==> src/verilog/crsc_regs.svh <==
// Constants of the start-up clock and reset control block.
// Assumes nothing; definitions only.
`ifndef CRSC_REGS_SVH
`define CRSC_REGS_SVH

// Power management control word layout
`define CRSC_PM_WIDTH 16
`define CRSC_PM_MULT_LSB 0
`define CRSC_PM_MULT_W 6
`define CRSC_PM_DIV_LSB 6
`define CRSC_PM_DIV_W 2
`define CRSC_PM_BYPASS_BIT 8
`define CRSC_PM_PLL_CLOCK_OUT_BIT 12
`define CRSC_PM_RESET 16'h0000

// Start-up ratio codes and their multipliers
`define CRSC_RATIO_X3 2'h0
`define CRSC_RATIO_X16 2'h1
`define CRSC_RATIO_X8 2'h2
`define CRSC_RATIO_RSVD 2'h3
`define CRSC_MULT_X3 6'h03
`define CRSC_MULT_X16 6'h10
`define CRSC_MULT_X8 6'h08
`define CRSC_MULT_X1 6'h01

// PLL lock latency in reference clock cycles
`define CRSC_LOCK_CYCLES 4096
// Hardware reset vector, arbitrary placement
`define CRSC_RESET_VECTOR 24'h090000

// Test logic sizes
`define CRSC_IR_W 4
`define CRSC_IR_BYPASS 4'hF
`define CRSC_BSR_LEN 16

`endif

==> src/verilog/crsc_pkg.sv <==
// Types of the start-up clock and reset control block.
// Assumes crsc_regs.svh for numeric constants.
package crsc_pkg;

  typedef enum logic [1:0] {
    SEQ_HELD,
    SEQ_LOCKING,
    SEQ_RUNNING
  } crsc_seq_t;

  typedef enum logic [3:0] {
    TAP_RESET, TAP_IDLE, TAP_SEL_DR, TAP_CAP_DR, TAP_SH_DR, TAP_EX1_DR,
    TAP_PAU_DR, TAP_EX2_DR, TAP_UPD_DR, TAP_SEL_IR, TAP_CAP_IR, TAP_SH_IR,
    TAP_EX1_IR, TAP_PAU_IR, TAP_EX2_IR, TAP_UPD_IR
  } crsc_tap_t;

endpackage

==> src/verilog/crsc_tap_if.sv <==
// Signals between the control top and its boundary-scan test logic.
// Assumes both ends run on the one block clock.
`timescale 1ns/1ps
interface crsc_tap_if;
  logic ce;
  logic tckRise;
  logic tckFall;
  logic tms;
  logic tdi;
  logic trstN;
  logic tdo;
  logic tdoEn;

  modport top (output ce, output tckRise, output tckFall, output tms, output tdi,
    output trstN, input tdo, input tdoEn);
  modport tap (input ce, input tckRise, input tckFall, input tms, input tdi,
    input trstN, output tdo, output tdoEn);
endinterface

==> src/verilog/crsc_tap.sv <==
// Boundary-scan test state machine with instruction, bypass and scan path.
// Assumes test clock edges are given as one-cycle strobes of the block clock.
`timescale 1ns/1ps
`include "crsc_regs.svh"
module crsc_tap
  import crsc_pkg::*;
#(
  parameter int BSR_LEN = `CRSC_BSR_LEN
) (
  input wire logic clk,
  input wire logic rstn,
  crsc_tap_if.tap tp
);

  crsc_tap_t state_q, state_d;
  logic [`CRSC_IR_W-1:0] ir_q, irSh_q;
  logic [BSR_LEN-1:0] bsr_q;
  logic byp_q;
  logic tdo_q, tdoEn_q;

  function automatic crsc_tap_t tapNext(input crsc_tap_t s, input logic m);
    unique case (s)
      TAP_RESET: tapNext = m ? TAP_RESET : TAP_IDLE;
      TAP_IDLE: tapNext = m ? TAP_SEL_DR : TAP_IDLE;
      TAP_SEL_DR: tapNext = m ? TAP_SEL_IR : TAP_CAP_DR;
      TAP_CAP_DR: tapNext = m ? TAP_EX1_DR : TAP_SH_DR;
      TAP_SH_DR: tapNext = m ? TAP_EX1_DR : TAP_SH_DR;
      TAP_EX1_DR: tapNext = m ? TAP_UPD_DR : TAP_PAU_DR;
      TAP_PAU_DR: tapNext = m ? TAP_EX2_DR : TAP_PAU_DR;
      TAP_EX2_DR: tapNext = m ? TAP_UPD_DR : TAP_SH_DR;
      TAP_UPD_DR: tapNext = m ? TAP_SEL_DR : TAP_IDLE;
      TAP_SEL_IR: tapNext = m ? TAP_RESET : TAP_CAP_IR;
      TAP_CAP_IR: tapNext = m ? TAP_EX1_IR : TAP_SH_IR;
      TAP_SH_IR: tapNext = m ? TAP_EX1_IR : TAP_SH_IR;
      TAP_EX1_IR: tapNext = m ? TAP_UPD_IR : TAP_PAU_IR;
      TAP_PAU_IR: tapNext = m ? TAP_EX2_IR : TAP_PAU_IR;
      TAP_EX2_IR: tapNext = m ? TAP_UPD_IR : TAP_SH_IR;
      TAP_UPD_IR: tapNext = m ? TAP_SEL_DR : TAP_IDLE;
    endcase
  endfunction

  wire step = tp.ce & tp.tckRise;
  wire isBypass = (ir_q == `CRSC_IR_BYPASS);
  wire scanBit = (state_q == TAP_SH_IR) ? irSh_q[0] : (isBypass ? byp_q : bsr_q[0]);
  wire shifting = (state_q == TAP_SH_IR) || (state_q == TAP_SH_DR);
  assign state_d = tapNext(state_q, tp.tms);
  assign tp.tdo = tdo_q;
  assign tp.tdoEn = tdoEn_q;

  always_ff @(posedge clk or negedge rstn) begin
    if (!rstn) begin
      state_q <= TAP_RESET;
    end else if (tp.ce && !tp.trstN) begin
      state_q <= TAP_RESET;
    end else if (step) begin
      state_q <= state_d;
    end
  end

  // Instruction and scan registers move on rising test clock
  always_ff @(posedge clk or negedge rstn) begin
    if (!rstn) begin
      ir_q <= `CRSC_IR_BYPASS;
      irSh_q <= '0;
      bsr_q <= '0;
      byp_q <= 1'b0;
    end else if (tp.ce && (!tp.trstN || (step && state_q == TAP_RESET))) begin
      ir_q <= `CRSC_IR_BYPASS;
    end else if (step) begin
      unique case (state_q)
        TAP_CAP_IR: irSh_q <= 4'h1;
        TAP_SH_IR: irSh_q <= {tp.tdi, irSh_q[`CRSC_IR_W-1:1]};
        TAP_UPD_IR: ir_q <= irSh_q;
        TAP_CAP_DR: byp_q <= 1'b0;
        TAP_SH_DR: begin
          if (isBypass) begin
            byp_q <= tp.tdi;
          end else begin
            bsr_q <= {tp.tdi, bsr_q[BSR_LEN-1:1]};
          end
        end
        default: ;
      endcase
    end
  end

  // Output changes on the falling test clock edge
  always_ff @(posedge clk or negedge rstn) begin
    if (!rstn) begin
      tdo_q <= 1'b0;
      tdoEn_q <= 1'b0;
    end else if (tp.ce && !tp.trstN) begin
      // Test reset must release the serial output at once, not at the next test clock
      tdo_q <= 1'b0;
      tdoEn_q <= 1'b0;
    end else if (tp.ce && tp.tckFall) begin
      tdo_q <= scanBit;
      tdoEn_q <= shifting;
    end
  end
endmodule

==> src/verilog/crsc_top.sv <==
// Start-up clock and reset control: ratio straps, PLL lock wait, core reset,
// power management word and the shared reset-or-clock pin.
// Assumes all pin inputs are synchronous to clk, the reference clock.
`timescale 1ns/1ps
`include "crsc_regs.svh"
module crsc_top
  import crsc_pkg::*;
#(
  parameter int LOCK_CYCLES = `CRSC_LOCK_CYCLES,
  parameter int BSR_LEN = `CRSC_BSR_LEN,
  parameter logic [23:0] RESET_VECTOR = `CRSC_RESET_VECTOR
) (
  input wire logic clk,
  input wire logic rstn,
  input wire logic ce,
  input wire logic extResetN,
  input wire logic [1:0] coreRatioSelect,
  input wire logic pllClockLevel,
  input wire logic pmWrite,
  input wire logic [`CRSC_PM_WIDTH-1:0] pmWriteData,
  input wire logic testClock,
  input wire logic testResetN,
  input wire logic testModeSelect,
  input wire logic testDataIn,
  output logic testDataOut,
  output logic testDataOutEn,
  output logic resetOrClockOut,
  output logic coreResetN,
  output logic coreStart,
  output logic [23:0] coreStartVector,
  output logic pllBypass,
  output logic [`CRSC_PM_MULT_W-1:0] pllMult,
  output logic [`CRSC_PM_DIV_W-1:0] pllDiv,
  output logic [`CRSC_PM_WIDTH-1:0] powerMgmtControl
);

  localparam int CNT_W = $clog2(LOCK_CYCLES + 1);
  localparam logic [CNT_W-1:0] LOCK_LAST = CNT_W'(LOCK_CYCLES - 1);

  function automatic logic [`CRSC_PM_MULT_W-1:0] ratioMult(input logic [1:0] code);
    unique case (code)
      `CRSC_RATIO_X3: ratioMult = `CRSC_MULT_X3;
      `CRSC_RATIO_X16: ratioMult = `CRSC_MULT_X16;
      `CRSC_RATIO_X8: ratioMult = `CRSC_MULT_X8;
      `CRSC_RATIO_RSVD: ratioMult = `CRSC_MULT_X1;
    endcase
  endfunction

  crsc_seq_t seq_q, seq_d;
  logic [CNT_W-1:0] lockCnt_q;
  logic [`CRSC_PM_WIDTH-1:0] pm_q, pm_d;
  logic coreResetN_q, coreStart_q, pin_q, tck_q;
  logic [23:0] vector_q;

  crsc_tap_if tapBus ();

  // Strap decode: the reserved code bypasses the PLL so the core still runs
  wire [`CRSC_PM_MULT_W-1:0] strapMult = ratioMult(coreRatioSelect);
  wire strapBypass = (coreRatioSelect == `CRSC_RATIO_RSVD);
  wire released = extResetN;
  wire lockDone = (lockCnt_q == LOCK_LAST);
  wire running = (seq_q == SEQ_RUNNING);
  wire clkOutSel = pm_q[`CRSC_PM_PLL_CLOCK_OUT_BIT];
  wire pinNext = clkOutSel ? pllClockLevel : coreResetN_q;

  // External reset low at any time returns the whole start-up sequence
  assign seq_d = !released ? SEQ_HELD :
                 (seq_q == SEQ_HELD) ? SEQ_LOCKING :
                 (seq_q == SEQ_LOCKING && lockDone) ? SEQ_RUNNING : seq_q;

  // Straps are caught in the held state, so they count only at release
  assign pm_d = (seq_q == SEQ_HELD) ?
      `CRSC_PM_WIDTH'({strapBypass, 2'h0, strapMult}) :
      (running && pmWrite) ? pmWriteData : pm_q;

  always_ff @(posedge clk or negedge rstn) begin
    if (!rstn) begin
      seq_q <= SEQ_HELD;
    end else if (ce) begin
      seq_q <= seq_d;
    end
  end

  // Lock counter runs on the reference clock, which must never stop
  always_ff @(posedge clk or negedge rstn) begin
    if (!rstn) begin
      lockCnt_q <= '0;
    end else if (ce) begin
      lockCnt_q <= (seq_q == SEQ_LOCKING) ? lockCnt_q + CNT_W'(1) : '0;
    end
  end

  always_ff @(posedge clk or negedge rstn) begin
    if (!rstn) begin
      pm_q <= `CRSC_PM_RESET;
    end else if (ce) begin
      pm_q <= pm_d;
    end
  end

  always_ff @(posedge clk or negedge rstn) begin
    if (!rstn) begin
      coreResetN_q <= 1'b0;
      coreStart_q <= 1'b0;
    end else if (ce) begin
      coreResetN_q <= (seq_d == SEQ_RUNNING);
      coreStart_q <= (seq_q == SEQ_LOCKING) && (seq_d == SEQ_RUNNING);
    end
  end

  // Vector kept in a register so that every output leaves a flip-flop
  always_ff @(posedge clk or negedge rstn) begin
    if (!rstn) begin
      vector_q <= RESET_VECTOR;
    end else if (ce) begin
      vector_q <= RESET_VECTOR;
    end
  end

  // Pin shows core reset from power-up until software selects clock; low until the lock wait ends
  always_ff @(posedge clk or negedge rstn) begin
    if (!rstn) begin
      pin_q <= 1'b0;
    end else if (ce) begin
      pin_q <= pinNext;
    end
  end

  // Test clock edges found by sampling; test clock must run far below clk
  always_ff @(posedge clk or negedge rstn) begin
    if (!rstn) begin
      tck_q <= 1'b0;
    end else if (ce) begin
      tck_q <= testClock;
    end
  end

  assign tapBus.ce = ce;
  assign tapBus.tckRise = testClock & ~tck_q;
  assign tapBus.tckFall = ~testClock & tck_q;
  assign tapBus.tms = testModeSelect;
  assign tapBus.tdi = testDataIn;
  assign tapBus.trstN = testResetN;

  crsc_tap #(
    .BSR_LEN(BSR_LEN)
  ) u_tap (
    .clk(clk),
    .rstn(rstn),
    .tp(tapBus)
  );

  assign testDataOut = tapBus.tdo;
  assign testDataOutEn = tapBus.tdoEn;
  assign resetOrClockOut = pin_q;
  assign coreResetN = coreResetN_q;
  assign coreStart = coreStart_q;
  assign coreStartVector = vector_q;
  assign pllBypass = pm_q[`CRSC_PM_BYPASS_BIT];
  assign pllMult = pm_q[`CRSC_PM_MULT_LSB +: `CRSC_PM_MULT_W];
  assign pllDiv = pm_q[`CRSC_PM_DIV_LSB +: `CRSC_PM_DIV_W];
  assign powerMgmtControl = pm_q;
endmodule
==> config.mk <==
export PLATFORM = sky130hd
export DESIGN_NAME = crsc_top
export DESIGN_NICKNAME = d
export VERILOG_FILES = /design/src/verilog/crsc_pkg.sv /design/src/verilog/crsc_tap_if.sv /design/src/verilog/crsc_tap.sv /design/src/verilog/crsc_top.sv
export VERILOG_INCLUDE_DIRS = /design/src /design/src/verilog
export SDC_FILE = /design/constraint.sdc
export NUM_CORES = 1
export LEC_CHECK = 0
export BUFFER_PORTS_ARGS = -buffer_cell sky130_fd_sc_hd__buf_4
export CORE_MARGIN = 2
export CORE_UTILIZATION = 58
export CTS_CLUSTER_SIZE = 12
export DETAILED_ROUTE_END_ITERATION = 16
export GPL_ROUTABILITY_DRIVEN = 0
export HOLD_SLACK_MARGIN = 0.15
export PLACE_DENSITY = 0.91
export SYNTH_ARGS = -nofsm -noshare
export SYNTH_HDL_FRONTEND = slang
export SYNTH_SLANG_ARGS = --single-unit
==> constraint.sdc <==
create_clock -name clk -period 2.9 [get_ports clk]
set_input_delay 0.435 -clock clk [delete_from_list [all_inputs] [get_ports clk]]
set_output_delay 0.435 -clock clk [all_outputs]
set_load 0.01 [all_outputs]
==> results of run 1 <==
[placed cells by master, fill, tap and decap left out, types with 5 or more instances in the layout]
| cell | netlist | final |
|---|---|---|
| a21oi_1 | 7 | 7 |
| conb_1 | 2 | 24 |
| mux2_2 | 8 | 8 |
| a21o_1 | 5 | 5 |
| o22a_1 | 5 | 5 |
| nand3_1 | 8 | 8 |
| inv_1 | 14 | 14 |
| nand2_1 | 44 | 44 |
| buf_4 | 33 | 58 |
| and3_1 | 6 | 6 |
| nand4_1 | 7 | 7 |
| nor2_1 | 20 | 20 |
| mux2i_1 | 5 | 5 |
| o21ai_1 | 16 | 16 |
| nand2b_1 | 9 | 9 |
| o21ai_0 | 17 | 17 |
| clkbuf_8 | 0 | 9 |
| xnor2_1 | 5 | 5 |
| dfrtp_1 | 62 | 62 |
| ha_1 | 5 | 5 |
| mux2_4 | 10 | 10 |
[final cells by class]
cell class / instances / area share
clock inverter: 7 / 0.0177
clock buffer: 9 / 0.0313
tap: 75 / 0.0237
multi-input combinational: 244 / 0.386
sequential: 66 / 0.418
timing repair buffer: 58 / 0.110
inverter: 14 / 0.0133
[registers in the layout (all words and copies together) (netlist names), 2 cells and up]
name,count
u_tap.bsr_q,16
u_tap.state_q,4
lockCnt_q,13
powerMgmtControl,16
u_tap.ir_q,4
u_tap.irSh_q,4
seq_q,2
[how the worst max path moves through the flow]
stage / start / to / slack (ns) / cells after the start
final: u_tap.state_q[3]$_DFFE_PN0P_ / u_tap.bsr_q[7]$_DFFE_PN0P_ / 1.03 / 4
after global routing: u_tap.state_q[2]$_DFFE_PN0P_ / u_tap.bsr_q[5]$_DFFE_PN0P_ / 0.89 / 4
after CTS: u_tap.state_q[3]$_DFFE_PN0P_ / u_tap.bsr_q[7]$_DFFE_PN0P_ / 1.04 / 4
after detailed placement: ce / powerMgmtControl[0]$_DFFE_PN0P_ / 0.90 / 5
after global placement: ce / powerMgmtControl[0]$_DFFE_PN0P_ / 0.98 / 5
after floorplan: u_tap.state_q[3]$_DFFE_PN0P_ / u_tap.bsr_q[10]$_DFFE_PN0P_ / 1.36 / 5
[per-stage QoR]
stage | hold WS [ns] | setup WS (ns)
after floorplan | 0.139 | 1.36
after global placement | 0.472 | 0.983
after detailed placement | 0.485 | 0.903
after CTS | 0.199 | 1.04
after global routing | 0.236 | 0.885
final | 0.176 | 1.03
[routing by layer]
layer  vias up  track usage  share of wire
met4         0        0.102          0.024
met3        15       0.0622          0.054
met1      1261        0.295           0.43
met2        88        0.352           0.50
met5         -            0              0
li1       1241            -              -
[power by group]
group          switching [uW]  internal [uW]
Clock                     368            394
Sequential               39.8            955
Combinational             125           95.1
Total                     533           1440
[cells by family after synthesis]
logic type      Yosys count
other cells               2
buf+inv                  61
flops                    66
fa+ha+maj                 5
compound gates           70
mux                      23
xor+xnor                  8
simple gates            114
==> key figures, run 1 <==
Timing
  – Pins Over Slew Limit: 0
  – Final setup skew: 0.00881 ns
  – Worst slew margin: 0.393
  – Final min period: 1.87 ns
  – Final period utilization: 0.645
  – Slew at the pin with the worst max-slew slack: 0.911 ns
  – Final setup vio count: 0
  – Final Hold Viols: 0
  – Fmax: 535 MHz
  – Setup TNS Final: 0 ns
  – Unrepaired setup endpoints after global routing: no

Global route
  – GRT overflow: 0
  – Pin count of the biggest net entering global routing: 67
  – Initial antenna violation count: 0
  – All-layer global routing usage: 0.226
  – First-pass GRT wire length: 11300 um
  – Vias in the first global route: 2381

Yosys
  – Most frequent cell after synthesis: dfrtp_1
  – Post-Synth Adder-Cell Area: 0.0180
  – Post-synth EDFFs: 0
  – Cell variety after synth: 52
  – Simple-gate portion of the synthesized area: 0.165
  – Main combinational cell family by area after synthesis: simple AND/OR/NAND/NOR gates
  – Seq/Total Area, Yosys: 0.478
  – Most instantiated cells after synthesis: 62 x dfrtp_1, 44 x nand2_1, 33 x buf_4, 20 x nor2_1, 17 x o21ai_0
  – Asr flop ratio synth: 1.00
  – Top cells by area, synth: dfrtp_1 45%, buf_4 7.1%, nand2_1 4.8%
  – Post-Syn Area: 0.00347 mm2
  – Area share of xor/xnor cells in the synthesized design: 0.0202
  – Synth Area in Compound Gates: 0.128
  – Main synth FF type: dfrtp_1
  – Top cell type by total area after synthesis: dfrtp_1
  – Top cell type's share of synthesized area: 0.447
  – Synth Instances: 349
  – Number of synthesized register bits: 66
  – Post-synthesis mux area share: 0.0837
  – Yosys warning total: 0
  – Mean post-synth cell area: 9.94 um2

Critical path
  – Arrival time worst endpoint: 2.12 ns
  – Worst R2R Path Depth: 4
  – CP peak stage delay: 0.55 ns
  – Critical path required time: 3.14 ns
  – Crit start category: register
  – Critical Path, Cell by Cell: nand2b_1 > nor3_2 > nand3_4 > mux2_4
  – FF-to-FF Start: u_tap.state_q[3]$_DFFE_PN0P_
  – Worst Path Max Fanout: 18
  – Worst setup EP type: register
  – Worst Path Buf+Inv: 0
  – Family with the most delay on the worst path: simple AND/OR/NAND/NOR gates
  – Critical path class: reg2reg
  – CP max-delay cell: dfrtp_1
  – R2R Path End: u_tap.bsr_q[7]$_DFFE_PN0P_
  – Reg-to-reg setup timing slack: 1.03 ns

Job
  – Max cap viols: 0

Clock network
  – Worst-skew pair later-pin latency: 0.35 ns
  – Clock sinks: 66
  – Setup Fix Bufs, Post-CTS: 0
  – CTS tree: built
  – Post-CTS sizing: 0
  – Hold_buf cts: 0
  – Clock buffer count from CTS: 9
  – Htree depth: 3
  – Worst-path clk slew: 0.08 ns
  – Clock Path Buffers: 2
  – Clock root cell: clkbuf_8

Drt
  – DR vias: 2605
  – Vias/cell: 5.51
  – Drt drc: 0
  – WL per Instance: 15.1 um
  – Drt first pass iters: 4
  – DR iter-0 viols: 164
  – Final wirelength: 7140 um
  – Final ANT Viol Nets: 0

Floorplanning
  – Die W: 81.3 um
  – Core area: 0.00585 mm2
  – Die height: 81.3 um
  – Full die area: 0.00661 mm2
  – Row count: 28
  – Initial Utilization: 0.593
  – Ports: 82

Min path
  – Hold Crit Class: in2async

Cells and area
  – Final core occ: 0.677
  – Share of cells above drive strength 1: 0.254
  – Synthesis-to-layout area growth: 14.2%
  – Final Non-Filler Cells: 473
  – Ant diodes: 0
  – Area of the multi-input gates: 0.00153 mm2
  – Layout net count: 426
  – Fill cells: 426
  – Post-Layout Inst Area: 0.00396 mm2
  – Register area: 0.00166 mm2

Power
  – Leak pwr: 0.00195 uW
  – Power Dens Cells: 499 mW/mm2
  – Total Power: 1980 uW
  – Worst vdd ir: 281 uV

Placement
  – Post-DP HPWL: 4770 um
  – PortBufs: 57
  – Inst Count DP: 457
  – DP Area: 0.00377 mm2

Outcome
  – Status: complete, no violations
Note: power is estimated with default switching activity, not from simulation.
==> run 2, diff against run 1 <==
- ABC_AREA: not set -> 1
- CORE_UTILIZATION: 58 -> 54
- PLACE_DENSITY: 0.91 -> 0.86
- clock period: 2.9 -> 1.8 ns (I/O delays scaled with it)
==> run 2 against run 1 <==
Effect of this change:
- flip-flop and latch count unchanged
- sequential power increased by 62%
- critical path depth increased by 4
- die area increased by 12%
- area after synthesis increased by 4.9%
- utilization decreased by 1.3 points
- clock skew decreased by 0.0037 ns
- worst setup slack got worse by 0.75 ns
- design area increased by 7.7%
- wire length increased by 5.9%
- global-route usage decreased by 0.85 points
==> key figures, run 2 <==
Outcome
  – Status: complete, no violations

Timing
  – Final Hold Viols: 0
  – Final period utilization: 0.845
  – Pins Over Slew Limit: 0
  – Worst slew margin: 0.645
  – Final setup vio count: 0
  – Final min period: 1.52 ns
  – Final setup skew: 0.00513 ns
  – Setup TNS Final: 0 ns
  – Slew at the pin with the worst max-slew slack: 0.532 ns
  – Unrepaired setup endpoints after global routing: no
  – Fmax: 658 MHz

Drt
  – WL per Instance: 12.6 um
  – Vias/cell: 5.13
  – Final ANT Viol Nets: 0
  – Drt drc: 0
  – Final wirelength: 7560 um
  – DR iter-0 viols: 160
  – DR vias: 3075
  – Drt first pass iters: 6

Yosys
  – Asr flop ratio synth: 1.00
  – Most frequent cell after synthesis: nand2_1
  – Top cells by area, synth: dfrtp_1 43%, nand2_1 13%, buf_4 6.8%
  – Seq/Total Area, Yosys: 0.455
  – Synth Instances: 458
  – Number of synthesized register bits: 66
  – Mean post-synth cell area: 7.95 um2
  – Yosys warning total: 0
  – Top cell type's share of synthesized area: 0.426
  – Most instantiated cells after synthesis: 123 x nand2_1, 62 x dfrtp_1, 42 x inv_1, 39 x nor2_1, 36 x o21ai_0
  – Cell variety after synth: 35
  – Post-synth EDFFs: 0
  – Main synth FF type: dfrtp_1
  – Top cell type by total area after synthesis: dfrtp_1
  – Post-Syn Area: 0.00364 mm2

Placement
  – DP Area: 0.00401 mm2
  – Inst Count DP: 578
  – PortBufs: 57
  – Post-DP HPWL: 5410 um

Global route
  – All-layer global routing usage: 0.218
  – Pin count of the biggest net entering global routing: 45
  – Initial antenna violation count: 0
  – GRT overflow: 0
  – Vias in the first global route: 2795
  – First-pass GRT wire length: 12800 um

Clock network
  – Htree depth: 3
  – Worst-skew pair later-pin latency: 0.34 ns
  – Clock Path Buffers: 2
  – CTS tree: built
  – Clock buffer count from CTS: 9
  – Clock sinks: 66
  – Worst-path clk slew: 0.07 ns
  – Clock root cell: clkbuf_8

Cells and area
  – Ant diodes: 0
  – Commonest non-fill, non-tap cells in the layout: 123 x nand2_1, 62 x dfrtp_1, 62 x buf_4
  – Layout net count: 551
  – Final Non-Filler Cells: 599
  – Post-Layout Inst Area: 0.00427 mm2
  – Synthesis-to-layout area growth: 17.2%
  – Commonest non-fill, non-tap cell in the layout: nand2_1
  – Fill cells: 518
  – Share of cells above drive strength 1: 0.239

Critical path
  – CP Launch Point: u_tap.state_q[3]$_DFFE_PN0P_
  – Crit start category: register
  – FF-to-FF Start: u_tap.state_q[3]$_DFFE_PN0P_
  – Worst Path Max Fanout: 31
  – Arrival time worst endpoint: 1.79 ns
  – Worst setup EP type: register
  – R2R Path End: u_tap.bsr_q[10]$_DFFE_PN0P_
  – Critical path required time: 2.07 ns
  – Critical path class: reg2reg
  – Reg-to-reg setup timing slack: 0.28 ns
  – Worst R2R Path Depth: 8
  – Critical Path End: u_tap.bsr_q[10]$_DFFE_PN0P_

Floorplanning
  – Die W: 86.1 um
  – Initial Utilization: 0.567
  – Core area: 0.00642 mm2
  – Row count: 29
  – Die height: 86.1 um
  – Full die area: 0.00741 mm2
  – Ports: 82

Power
  – Power Dens Cells: 763 mW/mm2
  – Leak pwr: 0.00229 uW
  – Worst vdd ir: 467 uV

Job
  – Max cap viols: 0

Min path
  – Hold Crit Class: in2reg
## run 2: critical path, cell delays in order (launching register included)
cell and delay, ns:
dfrtp_1 0.44, nor2_2 0.27, nand2_4 0.09, inv_2 0.12
nor2_8 0.07, nand3_4 0.08, buf_12 0.21, nor2_2 0.06
a21oi_2 0.11
## run 2: where the power goes
| part | internal (uW) | leakage (uW) | total (uW) | switching [uW] |
|---|---|---|---|---|
| logic | 168 | 0.00135 | 409 | 241 |
| clock network | 665 | 0.0000941 | 1230 | 569 |
| registers | 1560 | 0.000851 | 1610 | 53.1 |
| total | 2390 | 0.00229 | 3260 | 863 |
## run 2: cells by family after synthesis
kind of cell | count (synthesis) | synth area share
simple gates | 215 | 0.259
buf+inv | 91 | 0.135
compound gates | 77 | 0.126
flops | 66 | 0.455
fa+ha+maj | 5 | 0.0172
other cells | 2 | 0.00206
xor+xnor | 1 | 0.00241
mux | 1 | 0.00275
## run 2: worst min-delay path by stage
stage                          startpoint                          endpoint  slack, ns  cells after the start
after detailed placement             rstn      u_tap.state_q[2]$_DFFE_PN0P_       0.19                      1
after global routing       pmWriteData[2]   powerMgmtControl[2]$_DFFE_PN0P_       0.16                      3
after CTS                 pmWriteData[14]  powerMgmtControl[14]$_DFFE_PN0P_       0.16                      3
after floorplan                      rstn            coreResetN$_DFFE_PN0P_      -0.03                      0
after global placement               rstn      u_tap.state_q[2]$_DFFE_PN0P_       0.19                      1
final                     pmWriteData[15]  powerMgmtControl[15]$_DFFE_PN0P_       0.17                      3
## run 2: metal layers
layer	track usage	share of wire	vias up
met5	0	0	-
met4	0.0880	0.016	0
met3	0.0472	0.067	14
met2	0.353	0.49	118
met1	0.285	0.43	1427
li1	-	-	1516
## run 2: layout make-up
type / count / area, um2 / share of cell area
clock buffer: 10 / 138 / 0.0323
sequential: 66 / 1660 / 0.388
inverter: 48 / 181 / 0.0425
multi-input combinational: 323 / 1570 / 0.369
tap: 77 / 96.3 / 0.0226
clock inverter: 5 / 55.1 / 0.0129
timing repair buffer: 70 / 566 / 0.133
## run 2: timing repair
item,4_1_cts,5_1_grt
hold buffers,6,0
setup buffers,0,0
hold endpoints to repair,27,0
gates resized for setup,0,0
## run 2: stage by stage
step / hold WS (ns) / setup WS (ns) / total power (uW) / utilization
floorplan: -0.0256 / 0.498 / 1900 / -
global placement: 0.191 / 0.351 / 2020 / 0.625
detailed placement: 0.190 / 0.302 / 2040 / 0.625
CTS: 0.156 / 0.288 / 3280 / 0.664
global route: 0.160 / 0.129 / 3410 / 0.664
finish: 0.167 / 0.280 / 3260 / 0.664
==> run 3, diff against run 2 <==
- clock period: 1.8 -> 1.5 ns (I/O delays scaled with it)
==> run 3 against run 2 <==
Effect of this change:
- flip-flop and latch count did not move
- sequential power grew 20%
- die area unchanged
- combinational power rose by 29%
- final cell count grew 3.2%
- clock power up 17%
- largest power group unchanged
- worst hold slack is essentially flat
==> key figures, run 3 (same netlist as run 2, synthesis figures left out) <==
Cells and area
  – Share of cells above drive strength 1: 0.251
  – Commonest non-fill, non-tap cells in the layout: 121 x nand2_1, 69 x buf_4, 60 x dfrtp_1
  – Commonest non-fill, non-tap cell in the layout: nand2_1
  – Synthesis-to-layout area growth: 22.7%
  – Fill cells: 481
  – Post-Layout Inst Area: 0.00447 mm2
  – Layout net count: 570
  – Final Non-Filler Cells: 618
  – Ant diodes: 0

Timing
  – PnR worst setup slack: 0.0858 ns
  – Final setup skew: 0.00730 ns
  – Pins Over Slew Limit: 0
  – Final period utilization: 0.943
  – Final Hold Viols: 0
  – Fmax: 707 MHz
  – Setup TNS Final: 0 ns
  – Final min period: 1.41 ns
  – Final setup vio count: 0

Drt
  – Final ANT Viol Nets: 0
  – Final wirelength: 8240 um
  – Drt first pass iters: 5
  – Vias/cell: 5.21
  – WL per Instance: 13.3 um
  – Drt drc: 0
  – DR vias: 3219
  – DR iter-0 viols: 173

Placement
  – DP Worst Slack: 0.00990 ns
  – PortBufs: 57
  – Post-DP HPWL: 5600 um
  – Inst Count DP: 583
  – DP Area: 0.00406 mm2

Clock network
  – Worst-skew pair later-pin latency: 0.34 ns
  – CTS tree: built
  – Worst-path clk slew: 0.07 ns
  – Clock buffer count from CTS: 9
  – Clock root cell: clkbuf_8
  – Clock sinks: 66
  – Htree depth: 3
  – Clock Path Buffers: 2

Critical path
  – Critical Path, Cell by Cell: nor2_4 > nand2_4 > inv_2 > nor2_8 > nand3_4 > buf_4 > nor2_1 > a21oi_2
  – Arrival time worst endpoint: 1.64 ns
  – CP peak stage delay: 0.43 ns
  – Worst setup EP type: register
  – Crit start category: register
  – Critical path class: reg2reg
  – Worst Path Max Fanout: 7
  – CP max-delay cell: dfrtp_2
  – Critical path required time: 1.73 ns

Global route
  – All-layer global routing usage: 0.238
  – Initial antenna violation count: 0
  – Pin count of the biggest net entering global routing: 39
  – Vias in the first global route: 3102
  – GRT overflow: 0
  – First-pass GRT wire length: 13900 um

Power
  – Total Power: 3910 uW
  – Power Dens Cells: 875 mW/mm2
  – Worst vdd ir: 739 uV
  – Leak pwr: 0.00240 uW

Floorplanning
  – Ports: 82
  – Core area: 0.00642 mm2
  – Full die area: 0.00741 mm2
  – Initial Utilization: 0.567
  – Row count: 29
  – Die height: 86.1 um
  – Die W: 86.1 um

Min path
  – Hold Crit Class: in2reg

Job
  – Max cap viols: 0

Outcome
  – Status: complete, no violations
## run 3: changes by cell type in the layout (fill, tap and decap cells not counted), sizes merged
cell         change
buf              +8
clkbuf           +2
clkinvlp         -2
dlygate4sd3     +11
## run 3: worst max-delay path: cells and delay by family, from the launching register on
kind	cells	cell delay (ns)
AO/OA/AOI/OAI	1	0.04
buffers and inverters	2	0.27
flip-flops	1	0.43
AND/OR/NAND/NOR	5	0.56
## run 3: power by group
| group | internal [uW] | leakage [uW] | switching (uW) |
|---|---|---|---|
| sequential | 1870 | 0.000848 | 65.0 |
| combinational | 229 | 0.00145 | 301 |
| clock | 800 | 0.0000962 | 641 |
| total | 2900 | 0.00240 | 1010 |
## run 3: final timing paths
path	from	to	slack, ns	cells after the start
max reg2reg	u_tap.state_q[3]$_DFFE_PN0P_	u_tap.bsr_q[0]$_DFFE_PN0P_	0.09	8
min in group asynchronous	rstn	u_tap.tp.tdo$_DFFE_PN0P_	0.35	2
max	u_tap.state_q[3]$_DFFE_PN0P_	u_tap.bsr_q[0]$_DFFE_PN0P_	0.09	8
min reg2reg	u_tap.ir_q[0]$_DFFE_PN1P_	u_tap.ir_q[0]$_DFFE_PN1P_	0.47	2
max in group asynchronous	rstn	u_tap.state_q[3]$_DFFE_PN0P_	0.62	3
min	pmWriteData[4]	powerMgmtControl[4]$_DFFE_PN0P_	0.17	3
## run 3: cell type report
type,count,area [um2],share of cell area
clock inverters,3,40.0,0.00896
flip-flops and latches,66,1660,0.371
multi-input cells,323,1600,0.357
clock buffers,12,145,0.0325
well taps,77,96.3,0.0216
repair buffers,89,748,0.168
inverters,48,181,0.0406
## run 3: per-stage QoR
stage | util | hold slack (ns)
after global placement | 0.633 | 0.164
after CTS | 0.689 | 0.156
after floorplan | - | -0.0706
after global routing | 0.696 | 0.158
final | 0.696 | 0.167
after detailed placement | 0.633 | 0.169
## run 3: routing by layer
layer	track usage	part of all wire
met3	0.0616	0.059
met1	0.285	0.40
met5	0	0
met2	0.395	0.51
met4	0.124	0.031
## run 3: what timing repair did
| item | CTS | global route |
|---|---|---|
| gates resized for setup | 2 | 7 |
| setup endpoints to repair | 2 | 22 |
| hold buffers | 17 | 0 |
| endpoints found under the hold margin | 44 | 0 |
| buffers inserted | 0 | 3 |
| pin swaps | 0 | 3 |
